### config.mk
export PLATFORM = sky130hd
export DESIGN_NAME = rcs_run_stop_ctrl
export DESIGN_NICKNAME = d
export VERILOG_FILES = /design/src/rcs_pkg.sv /design/src/rcs_pot_if.sv /design/src/rcs_run_stop_ctrl.sv /design/src/rcs_pot_conv.sv
export SDC_FILE = /design/constraint.sdc
export NUM_CORES = 1
export LEC_CHECK = 0
export BUFFER_PORTS_ARGS = -buffer_cell sky130_fd_sc_hd__buf_2
export CAP_MARGIN = 20
export CORE_ASPECT_RATIO = 1.75
export CORE_MARGIN = 2
export CORE_UTILIZATION = 54
export CTS_CLUSTER_SIZE = 24
export DETAILED_ROUTE_END_ITERATION = 10
export PLACE_DENSITY = 0.81
export SETUP_SLACK_MARGIN = 0.5
export SYNTH_ARGS = -nofsm -noshare
export SYNTH_HDL_FRONTEND = slang
export SYNTH_HIERARCHICAL = 1
export SYNTH_SLANG_ARGS = --single-unit
export TNS_END_PERCENT = 10
### constraint.sdc
create_clock -name ref_clk -period 7.79 [get_ports ref_clk]
set_clock_uncertainty 0.1 [all_clocks]
set_input_delay 2.337 -clock ref_clk [delete_from_list [all_inputs] [get_ports ref_clk]]
set_output_delay 2.337 -clock ref_clk [all_outputs]
set_load 0.02 [all_outputs]
### src/rcs_pkg.sv
package rcs_pkg;

    // Clock rate and the error indicator blink half period.
    localparam int unsigned CLK_MHZ           = 125;
    localparam int unsigned FLASH_HALF_MS     = 500;
    localparam int unsigned FLASH_HALF_CYCLES = FLASH_HALF_MS * 1000 * CLK_MHZ;

    // Run terminal selection: highest usable input number per unit size.
    localparam logic [3:0] TERM_MAX_14PT = 4'h7;  // general_input_seven
    localparam logic [3:0] TERM_MAX_24PT = 4'hd;  // general_input_octal_fifteen
    localparam logic [3:0] TERM_MAX_FULL = 4'hf;  // general_input_octal_seventeen
    localparam int unsigned GEN_INPUTS   = 16;

    // Unit size codes.
    typedef enum logic [1:0] {
        RCS_UNIT_14PT = 2'b00,
        RCS_UNIT_24PT = 2'b01,
        RCS_UNIT_FULL = 2'b10
    } rcs_unit_e;

    // Operating phase of the controller.
    typedef enum logic [1:0] {
        RCS_PH_DIAG  = 2'b00,
        RCS_PH_STOP  = 2'b01,
        RCS_PH_RUN   = 2'b10,
        RCS_PH_FAULT = 2'b11
    } rcs_phase_e;

    // Remote override held from the programming tool.
    typedef enum logic [1:0] {
        RCS_REM_NONE = 2'b00,
        RCS_REM_RUN  = 2'b01,
        RCS_REM_STOP = 2'b10
    } rcs_remote_e;

    // Tool operations that are checked for permission.
    typedef enum logic [2:0] {
        RCS_OP_PARTIAL_PROG = 3'b000,
        RCS_OP_BATCH_PROG   = 3'b001,
        RCS_OP_PARAM        = 3'b010,
        RCS_OP_COMMENT      = 3'b011,
        RCS_OP_FILEREG      = 3'b100,
        RCS_OP_SETTING      = 3'b101,
        RCS_OP_CUR_VALUE    = 3'b110,
        RCS_OP_FORCE        = 3'b111
    } rcs_op_e;

    // Potentiometer reading width, taken from the top bits of each raw sample.
    localparam int unsigned POT_W = 8;

endpackage : rcs_pkg

### src/rcs_pot_if.sv
`timescale 1ns/1ps
`default_nettype none

// Carries raw converter samples in and the two readings out.
interface rcs_pot_if #(parameter int unsigned RAW_W = 10);
    logic [RAW_W-1:0] raw_one;
    logic [RAW_W-1:0] raw_two;
    logic             raw_valid;
    logic [7:0]       value_one;
    logic [7:0]       value_two;

    modport ctrl (output raw_one, output raw_two, output raw_valid,
                  input value_one, input value_two);
    modport conv (input raw_one, input raw_two, input raw_valid,
                  output value_one, output value_two);
endinterface : rcs_pot_if

`default_nettype wire

### src/rcs_run_stop_ctrl.sv
`timescale 1ns/1ps
`default_nettype none

module rcs_run_stop_ctrl
    import rcs_pkg::*;
#(
    parameter int unsigned DEV_BITS    = 8,
    parameter int unsigned CV_ENTRIES  = 4,
    parameter int unsigned CV_W        = 16,
    parameter int unsigned POT_RAW_W   = 10,
    parameter int unsigned FLASH_HALF  = FLASH_HALF_CYCLES,
    parameter logic [DEV_BITS-1:0] INPUT_CLASS = '0
) (
    input  wire logic                          ref_clk,
    input  wire logic                          rst,
    input  wire logic                          panel_run_sw,
    input  wire logic [GEN_INPUTS-1:0]         general_inputs,
    input  wire logic                          run_terminal_enable,
    input  wire logic [3:0]                    run_terminal_sel,
    input  wire logic [1:0]                    unit_size,
    input  wire logic                          program_runstop_enable_flag,
    input  wire logic                          program_run_request_flag,
    input  wire logic                          program_stop_request_flag,
    input  wire logic                          remote_run_cmd,
    input  wire logic                          remote_stop_cmd,
    input  wire logic                          scan_tick,
    input  wire logic                          diag_done,
    input  wire logic                          diag_hw_ok,
    input  wire logic                          diag_param_ok,
    input  wire logic                          diag_prog_ok,
    input  wire logic                          op_req,
    input  wire logic [2:0]                    op_code,
    input  wire logic                          op_used_by_program,
    input  wire logic                          op_is_timer,
    input  wire logic [$clog2(DEV_BITS)-1:0]   op_bit,
    input  wire logic                          op_force_value,
    input  wire logic [$clog2(CV_ENTRIES)-1:0] op_cv_idx,
    input  wire logic [CV_W-1:0]               op_cv_data,
    input  wire logic                          cassette_in_use,
    input  wire logic                          cassette_protect,
    input  wire logic [DEV_BITS-1:0]           program_bits,
    input  wire logic [DEV_BITS-1:0]           terminal_bits,
    input  wire logic                          prog_cv_wr,
    input  wire logic [$clog2(CV_ENTRIES)-1:0] prog_cv_idx,
    input  wire logic [CV_W-1:0]               prog_cv_data,
    input  wire logic [POT_RAW_W-1:0]          pot_raw_one,
    input  wire logic [POT_RAW_W-1:0]          pot_raw_two,
    input  wire logic                          pot_raw_valid,
    output logic                               running,
    output logic                               run_led,
    output logic                               err_led,
    output logic                               op_ack,
    output logic                               op_ok,
    output logic [DEV_BITS-1:0]                device_bits,
    output logic [CV_ENTRIES*CV_W-1:0]         cur_values,
    output logic [7:0]                         pot_one_value_reg,
    output logic [7:0]                         pot_two_value_reg
);

    localparam int unsigned FW = $clog2(FLASH_HALF + 1);

    // All controller state except the pot readings held in u_pot sits in one register bank; its reset is the power-up.
    typedef struct packed {
        logic                          sw_meta;
        logic                          sw_sync;
        logic [GEN_INPUTS-1:0]         in_meta;
        logic [GEN_INPUTS-1:0]         in_sync;
        logic [DEV_BITS-1:0]           tb_meta;
        logic [DEV_BITS-1:0]           tb_sync;
        rcs_phase_e                    phase;
        rcs_remote_e                   remote;
        logic                          local_prev;
        logic                          prog_latch;
        logic                          pend_run;
        logic                          pend_stop;
        logic                          hw_fault;
        logic                          blink;
        logic [FW-1:0]                 blink_cnt;
        logic                          running;
        logic                          run_led;
        logic                          err_led;
        logic                          op_ack;
        logic                          op_ok;
        logic [DEV_BITS-1:0]           force_on;
        logic [DEV_BITS-1:0]           force_val;
        logic [DEV_BITS-1:0]           image;
        logic [CV_ENTRIES*CV_W-1:0]    cv;
    } rcs_state_s;

    rcs_state_s st_ff;
    rcs_state_s nxt_st;

    rcs_pot_if #(.RAW_W(POT_RAW_W)) pot_bus ();

    // Raw samples come from the on-chip converter on this clock, so no synchroniser.
    assign pot_bus.raw_one   = pot_raw_one;
    assign pot_bus.raw_two   = pot_raw_two;
    assign pot_bus.raw_valid = pot_raw_valid;

    rcs_pot_conv #(
        .RAW_W (POT_RAW_W)
    ) u_pot (
        .ref_clk (ref_clk),
        .rst     (rst),
        .pot     (pot_bus.conv)
    );

    // Highest run terminal number allowed for the fitted unit size.
    logic [3:0] term_max;
    logic       term_level;
    logic       local_demand;

    always_comb begin
        case (unit_size)
            RCS_UNIT_14PT: term_max = TERM_MAX_14PT;
            RCS_UNIT_24PT: term_max = TERM_MAX_24PT;
            default:       term_max = TERM_MAX_FULL;
        endcase
    end

    // An out-of-range selection is ignored rather than wrapped onto another input.
    assign term_level = run_terminal_enable && (run_terminal_sel <= term_max)
                        && st_ff.in_sync[run_terminal_sel];

    // Local demand: switch, terminal, or program pushbutton latch.
    assign local_demand = st_ff.sw_sync
                          || term_level
                          || (program_runstop_enable_flag && st_ff.prog_latch);

    // Program-driven flag per image bit, taken from INPUT_CLASS: every non-input bit counts as driven.
    // Only non-input bits count, since input bits always reload from their terminals.
    logic [DEV_BITS-1:0] program_drive_mask;
    assign program_drive_mask = ~INPUT_CLASS;

    function automatic logic op_used_by_program_mask(input int idx);
        return program_drive_mask[idx];
    endfunction : op_used_by_program_mask

    // Next-state logic for the whole controller.
    always_comb begin
        logic cv_sel;
        logic allowed;
        logic is_run;
        logic [CV_W-1:0] cv_word;
        cv_sel  = 1'b0;
        allowed = 1'b0;
        is_run  = (st_ff.phase == RCS_PH_RUN);
        cv_word = '0;
        nxt_st  = st_ff;

        // Two flip-flops on the run switch, general inputs and terminal bits before anything reads them.
        nxt_st.sw_meta = panel_run_sw;
        nxt_st.sw_sync = st_ff.sw_meta;
        nxt_st.in_meta = general_inputs;
        nxt_st.in_sync = st_ff.in_meta;
        nxt_st.tb_meta = terminal_bits;
        nxt_st.tb_sync = st_ff.tb_meta;
        nxt_st.op_ack  = 1'b0;
        nxt_st.op_ok   = 1'b0;

        // Program pushbutton requests; stop wins when both arrive together.
        if (program_runstop_enable_flag) begin
            if (program_stop_request_flag) begin
                nxt_st.prog_latch = 1'b0;
            end else if (program_run_request_flag) begin
                nxt_st.prog_latch = 1'b1;
            end
        end

        // Remote commands wait for the next scan boundary; the later one replaces the earlier.
        if (remote_stop_cmd) begin
            nxt_st.pend_stop = 1'b1;
            nxt_st.pend_run  = 1'b0;
        end else if (remote_run_cmd) begin
            nxt_st.pend_run  = 1'b1;
            nxt_st.pend_stop = 1'b0;
        end

        // Blink timebase for a flashing error lamp.
        if (st_ff.blink_cnt == FW'(FLASH_HALF - 1)) begin
            nxt_st.blink_cnt = '0;
            nxt_st.blink     = ~st_ff.blink;
        end else begin
            nxt_st.blink_cnt = st_ff.blink_cnt + FW'(1);
        end

        case (st_ff.phase)
            RCS_PH_DIAG: begin
                // Power-on self check gates the first entry to the run decision.
                if (diag_done) begin
                    if (diag_hw_ok && diag_param_ok && diag_prog_ok) begin
                        nxt_st.phase = RCS_PH_STOP;
                    end else begin
                        nxt_st.phase    = RCS_PH_FAULT;
                        nxt_st.hw_fault = !diag_hw_ok;
                    end
                end
            end
            RCS_PH_FAULT: begin
                nxt_st.phase = RCS_PH_FAULT;
            end
            default: begin
                // Decision taken once per scan; a remote command overrides the local sources.
                if (scan_tick) begin
                    nxt_st.local_prev = local_demand;
                    nxt_st.pend_run   = 1'b0;
                    nxt_st.pend_stop  = 1'b0;
                    if (st_ff.pend_stop && !remote_stop_cmd && !remote_run_cmd) begin
                        nxt_st.remote = RCS_REM_STOP;
                    end else if (st_ff.pend_run && !remote_stop_cmd && !remote_run_cmd) begin
                        nxt_st.remote = RCS_REM_RUN;
                    end else if (local_demand && !st_ff.local_prev
                                 && st_ff.remote == RCS_REM_STOP) begin
                        nxt_st.remote = RCS_REM_NONE;
                    end
                    // A command landing this cycle is kept pending for the next scan instead of being cleared.
                    if (remote_stop_cmd || remote_run_cmd) begin
                        nxt_st.pend_run  = remote_run_cmd && !remote_stop_cmd;
                        nxt_st.pend_stop = remote_stop_cmd;
                    end
                    case (nxt_st.remote)
                        RCS_REM_RUN:  nxt_st.phase = RCS_PH_RUN;
                        RCS_REM_STOP: nxt_st.phase = RCS_PH_STOP;
                        default:      nxt_st.phase = local_demand ? RCS_PH_RUN
                                                                  : RCS_PH_STOP;
                    endcase
                end
            end
        endcase

        // The running port gets its own flop so it never hangs on a phase decode.
        nxt_st.running = (nxt_st.phase == RCS_PH_RUN);
        // Indicators follow the phase; a hardware fault lights steadily, others flash.
        nxt_st.run_led = (nxt_st.phase == RCS_PH_RUN);
        nxt_st.err_led = (nxt_st.phase == RCS_PH_FAULT)
                         && (nxt_st.hw_fault || nxt_st.blink);

        // Device image refresh at each scan boundary.
        if (scan_tick) begin
            for (int i = 0; i < DEV_BITS; i++) begin
                if (INPUT_CLASS[i]) begin
                    // Inputs always refresh, so a force on them lasts one scan at most.
                    nxt_st.image[i]    = st_ff.force_on[i] ? st_ff.force_val[i]
                                                           : st_ff.tb_sync[i];
                    nxt_st.force_on[i] = 1'b0;
                end else if (st_ff.force_on[i]) begin
                    // The forced level stands for this scan; the program then takes over.
                    nxt_st.image[i]    = st_ff.force_val[i];
                    nxt_st.force_on[i] = 1'b0;
                end else if (is_run && op_used_by_program_mask(i)) begin
                    nxt_st.image[i] = program_bits[i];
                end
            end
        end

        // Current values: program writes first, a same-cycle tool write lands last.
        if (prog_cv_wr) begin
            nxt_st.cv[prog_cv_idx*CV_W +: CV_W] = prog_cv_data;
        end

        // Tool operation permission check, answered the next cycle.
        if (op_req && st_ff.phase != RCS_PH_DIAG) begin
            case (op_code)
                RCS_OP_PARTIAL_PROG: allowed = 1'b1;
                RCS_OP_BATCH_PROG,
                RCS_OP_PARAM,
                RCS_OP_COMMENT,
                RCS_OP_FILEREG:      allowed = !is_run;
                RCS_OP_SETTING:      allowed = op_used_by_program
                                               && !(cassette_in_use
                                                    && cassette_protect);
                RCS_OP_CUR_VALUE:    allowed = 1'b1;
                RCS_OP_FORCE:        allowed = !(op_is_timer && op_force_value
                                                 && !op_used_by_program);
                default:             allowed = 1'b0;
            endcase
            nxt_st.op_ack = 1'b1;
            nxt_st.op_ok  = allowed;
            if (allowed && op_code == RCS_OP_CUR_VALUE) begin
                cv_sel  = 1'b1;
                cv_word = op_cv_data;
            end
            if (allowed && op_code == RCS_OP_FORCE) begin
                // Stopped or unused bits keep the forced level in the image itself.
                nxt_st.force_on[op_bit]  = is_run && op_used_by_program;
                nxt_st.force_val[op_bit] = op_force_value;
                nxt_st.image[op_bit]     = op_force_value;
            end
        end
        if (cv_sel) begin
            nxt_st.cv[op_cv_idx*CV_W +: CV_W] = cv_word;
        end
    end

    // Asynchronous reset is the power-up: remote override and forces are all discarded.
    always_ff @(posedge ref_clk or posedge rst) begin
        if (rst) begin
            st_ff        <= '0;
            st_ff.phase  <= RCS_PH_DIAG;
            st_ff.remote <= RCS_REM_NONE;
        end else begin
            st_ff <= nxt_st;
        end
    end

    // Outputs straight from state flip-flops.
    assign running           = st_ff.running;
    assign run_led           = st_ff.run_led;
    assign err_led           = st_ff.err_led;
    assign op_ack            = st_ff.op_ack;
    assign op_ok             = st_ff.op_ok;
    assign device_bits       = st_ff.image;
    assign cur_values        = st_ff.cv;
    assign pot_one_value_reg = pot_bus.value_one;
    assign pot_two_value_reg = pot_bus.value_two;

endmodule : rcs_run_stop_ctrl

`default_nettype wire

### src/rcs_pot_conv.sv
`timescale 1ns/1ps
`default_nettype none

// Scales two raw potentiometer samples to 0..255 readings and holds them.
module rcs_pot_conv
    import rcs_pkg::*;
#(
    parameter int unsigned RAW_W = 10
) (
    input  wire logic ref_clk,
    input  wire logic rst,
    rcs_pot_if.conv   pot
);

    typedef struct packed {
        logic [POT_W-1:0] one;
        logic [POT_W-1:0] two;
    } rcs_pot_s;

    rcs_pot_s st_ff;
    rcs_pot_s nxt_st;

    // The converter counts up with clockwise rotation, so the top bits keep that sense.
    always_comb begin
        nxt_st = st_ff;
        if (pot.raw_valid) begin
            nxt_st.one = pot.raw_one[RAW_W-1 -: POT_W];
            nxt_st.two = pot.raw_two[RAW_W-1 -: POT_W];
        end
    end

    // Readings refresh on every valid sample so the program always sees the current knob.
    always_ff @(posedge ref_clk or posedge rst) begin
        if (rst) begin
            st_ff <= '0;
        end else begin
            st_ff <= nxt_st;
        end
    end

    assign pot.value_one = st_ff.one;
    assign pot.value_two = st_ff.two;

endmodule : rcs_pot_conv

`default_nettype wire

==> results by group <==
Status
  • Status: complete, no violations

Route
  • Initial DRT Pass Iterations: 5
  • Routed Antenna Nets: 0
  • Wirelength, routed: 21.4 mm
  • DR iter-0 viols: between 400 and 500
  • DRC Markers: 0
  • Via density: 5.96
  • Vias: ~6500
  • Routed length per instance: 19.7 um

Floorplan
  • Initial core utilization: between 50% and 60%
  • Core ar.: 15400 um2
  • Die H: 170 um
  • I/O pin count: 215
  • Chip width: 99.0 um
  • # rows: 60
  • Die Area: 16800 um2

Layout
  • Most frequent cells in the layout: buf_2, dfrtp_1, nand2_1
  • Area Overhead vs Synth: 14.5%
  • Layout Nets: approximately 1000
  • Filler cells: roughly 1200
  • Layout cells sized above 1: between 30% and 40%
  • Commonest non-fill, non-tap cell in the layout: buf_2
  • Final core occ: 63.4%

Critical path
  • Slowest cell on the critical path: mux4_2
  • Largest stage delay, worst path: 0.53 ns
  • Delay-heaviest family, CP: compound AO/OA/AOI/OAI gates
  • Reg-to-Reg Start: st_ff[156]
  • Crit. Startpoint: run_terminal_sel[1]
  • Ordered list of cells on the worst path: buf_2, mux4_2, nand2b_1, a31o_1, o21ai_0, nand2_1, ha_1, o21ai_0, o31ai_1, o21ba_2
  • R2R Setup Slk: just under 5 ns
  • Worst Path Buf+Inv: 1
  • Most common cell on crit path: o21ai_0
  • Critical path required time: 8.00 ns
  • Crit path DAT: 4.95 ns
  • WS Path Type: in2reg
  • Critical path capture point type: flip-flop
  • Worst-path maximum fanout: 8
  • Crit start category: input port
  • Path depth of the worst reg2reg path: 9
  • RR Endpoint: run_led

Power
  • P_leak: roughly 4.7 nW
  • Power Density: 253 nW/um2
  • Power Total: between 0.002 and 0.0025 W
  • Max VDD drop: 0.209 mV

Logic synthesis
  • Asr flop ratio synth: 100%
  • Post-Syn Nets: between 900 and 1000
  • Ys flop type: dfrtp_1
  • Post-synth top area cell: dfrtp_1
  • Main area contributors after synthesis: dfrtp_1, buf_4, a22oi_1, o2bb2ai_1, mux2_2
  • Mapped Area: 8530 um2
  • Yosys warns: 6
  • Cell count after synthesis: 765
  • Post-synthesis sequential element count: 178
  • Top cell type's share of synthesized area: 52.2%
  • Sequential fraction of the synthesis area: 52.2%
  • Syn Area/Cell: between 10 and 15 um2
  • Number of enable flip-flop cells after synthesis: 0
  • Distinct cell type count after synthesis: 63

STA
  • Post-route setup slack: 3.05 ns
  • Final setup vio count: 0
  • Max-slew violation count: 0
  • Worst slew pin tran: 1.11 ns
  • Final hold violation count: 0
  • Final period util: 60.9%
  • Fmax achieved: 211 MHz
  • Relative slew slack: roughly a quarter
  • RSZ-0062 raised after global routing: false
  • Fin Setup TNS: 0 ns
  • Final min period: between 4 and 5 ns

CTS
  • CTS tree: done
  • Sink Count: 178
  • Post-CTS Setup Inserts: 0
  • Hold_buf cts: 0
  • Reg clk slew, reported paths: 0.06 ns
  • CTS H-tree depth: 4
  • Clk root buf: clkbuf_16
  • CTS max path bufs: 2
  • Post_cts resized: 0
  • Worst-Skew Late Latency: 0.42 ns
  • CTS Buf Count: 17

GRT
  • First-pass GRT wire length: approximately 33 mm
  • Grt peak-use layer: met2
  • Largest net degree at the start of global routing: 104
  • Vias in the first global route: 6585
  • Met2 Use GR: a little under half
  • Remaining Overflow, GRT: 0
  • Tot GR Track Use: around 25%
  • Antenna violations before repair: 3
  • Met3 Usage GRT: under 10%
  • Met1 usage: 29.4%

Place
  • Pre-CTS setup slack: 2.61 ns
  • Hpwl dp: 14.4 mm
  • GPL Wtd Cong: ~0.85
  • Count of input and output buffers: 202

Hold path
  • Hold-critical path depth: 0
  • Min-delay src: nxt_st[153]
  • Hold endpoint: st_ff[153]
  • Hold WC Path Type: reg2reg

Job
  • Max_cap viols: 0
## synthesized netlist by cell type (all sizes together), types with 3 or more instances
library cell    n
nor2           26
and4b           3
o21ai          53
o2bb2ai        32
ha             17
dfrtp         178
and4            4
buf            81
xnor2          13
inv            21
xor2           12
nand2          68
mux2           33
and3b           8
and2            7
nor4            7
nor4b           4
a21oi          18
a22oi          64
nand4          14
nand3          14
nor2b           3
mux2i          14
nor3            9
clkbuf         23
and3            4
## state kept, by name, indices dropped and copies added (netlist names), named ones only
name                 count
cur_values              64
device_bits              8
err_led                  1
nxt_st                  17
op_ack                   1
op_ok                    1
run_led                  1
st_ff                   61
u_pot/pot.value_one      8
u_pot/pot.value_two      8
## power by group
part,switching (W),internal (W)
sequential,0.0000527,0.00102
combinational,0.000328,0.000213
clock,0.000349,0.000510
## kinds of logic (layout without fill, tap and decap cells)
| kind of cell | count (synthesis) | in the layout | share of synthesized area [%] |
|---|---|---|---|
| compound gates | 190 | 190 | 15.4 |
| xor+xnor | 25 | 25 | 2.57 |
| fa+ha+maj | 17 | 17 | 2.49 |
| buf+inv | 126 | 260 | 9.19 |
| flops | 178 | 178 | 52.2 |
| mux | 48 | 48 | 6.71 |
| other cells | 0 | 2 | 0 |
| simple gates | 181 | 181 | 11.4 |
## cell type report
cell class                      count  area, um2  area share, %
Inverter                           22       87.6          0.897
Clock buffer                       21        450           4.62
Clock inverter                      9        133           1.36
Timing Repair Buffer              208       1060           10.9
Antenna cell                        2       5.00         0.0513
Tap cell                          186        233           2.38
Sequential cell                   178       4450           45.6
Multi-Input combinational cell    461       3330           34.1
## routing by layer
| layer | routed length [um] | part of all wire (%) |
|---|---|---|
| met1 | 7860 | 37 |
| met2 | 11700 | 54 |
| met3 | 1240 | 5.8 |
| met4 | 639 | 3.0 |
| met5 | 16 | 0.075 |
## worst max-delay path by stage
stage                          end  cells past startpoint
detailed placement  cur_values[15]                      7
finish                     run_led                     10
global route               run_led                     10
floorplan                async pin                      1
CTS                 cur_values[15]                      7
global placement    cur_values[10]                      7
## stage by stage
step	cells	hold WS [ns]	instance area [um2]
floorplan	765	0.231	8530
global placement	1052	0.232	9140
detailed placement	1052	0.235	9140
CTS	1082	0.249	9720
global route	1086	0.251	9760
finish	1087	0.248	9760
(Power assumes the default switching activity.)
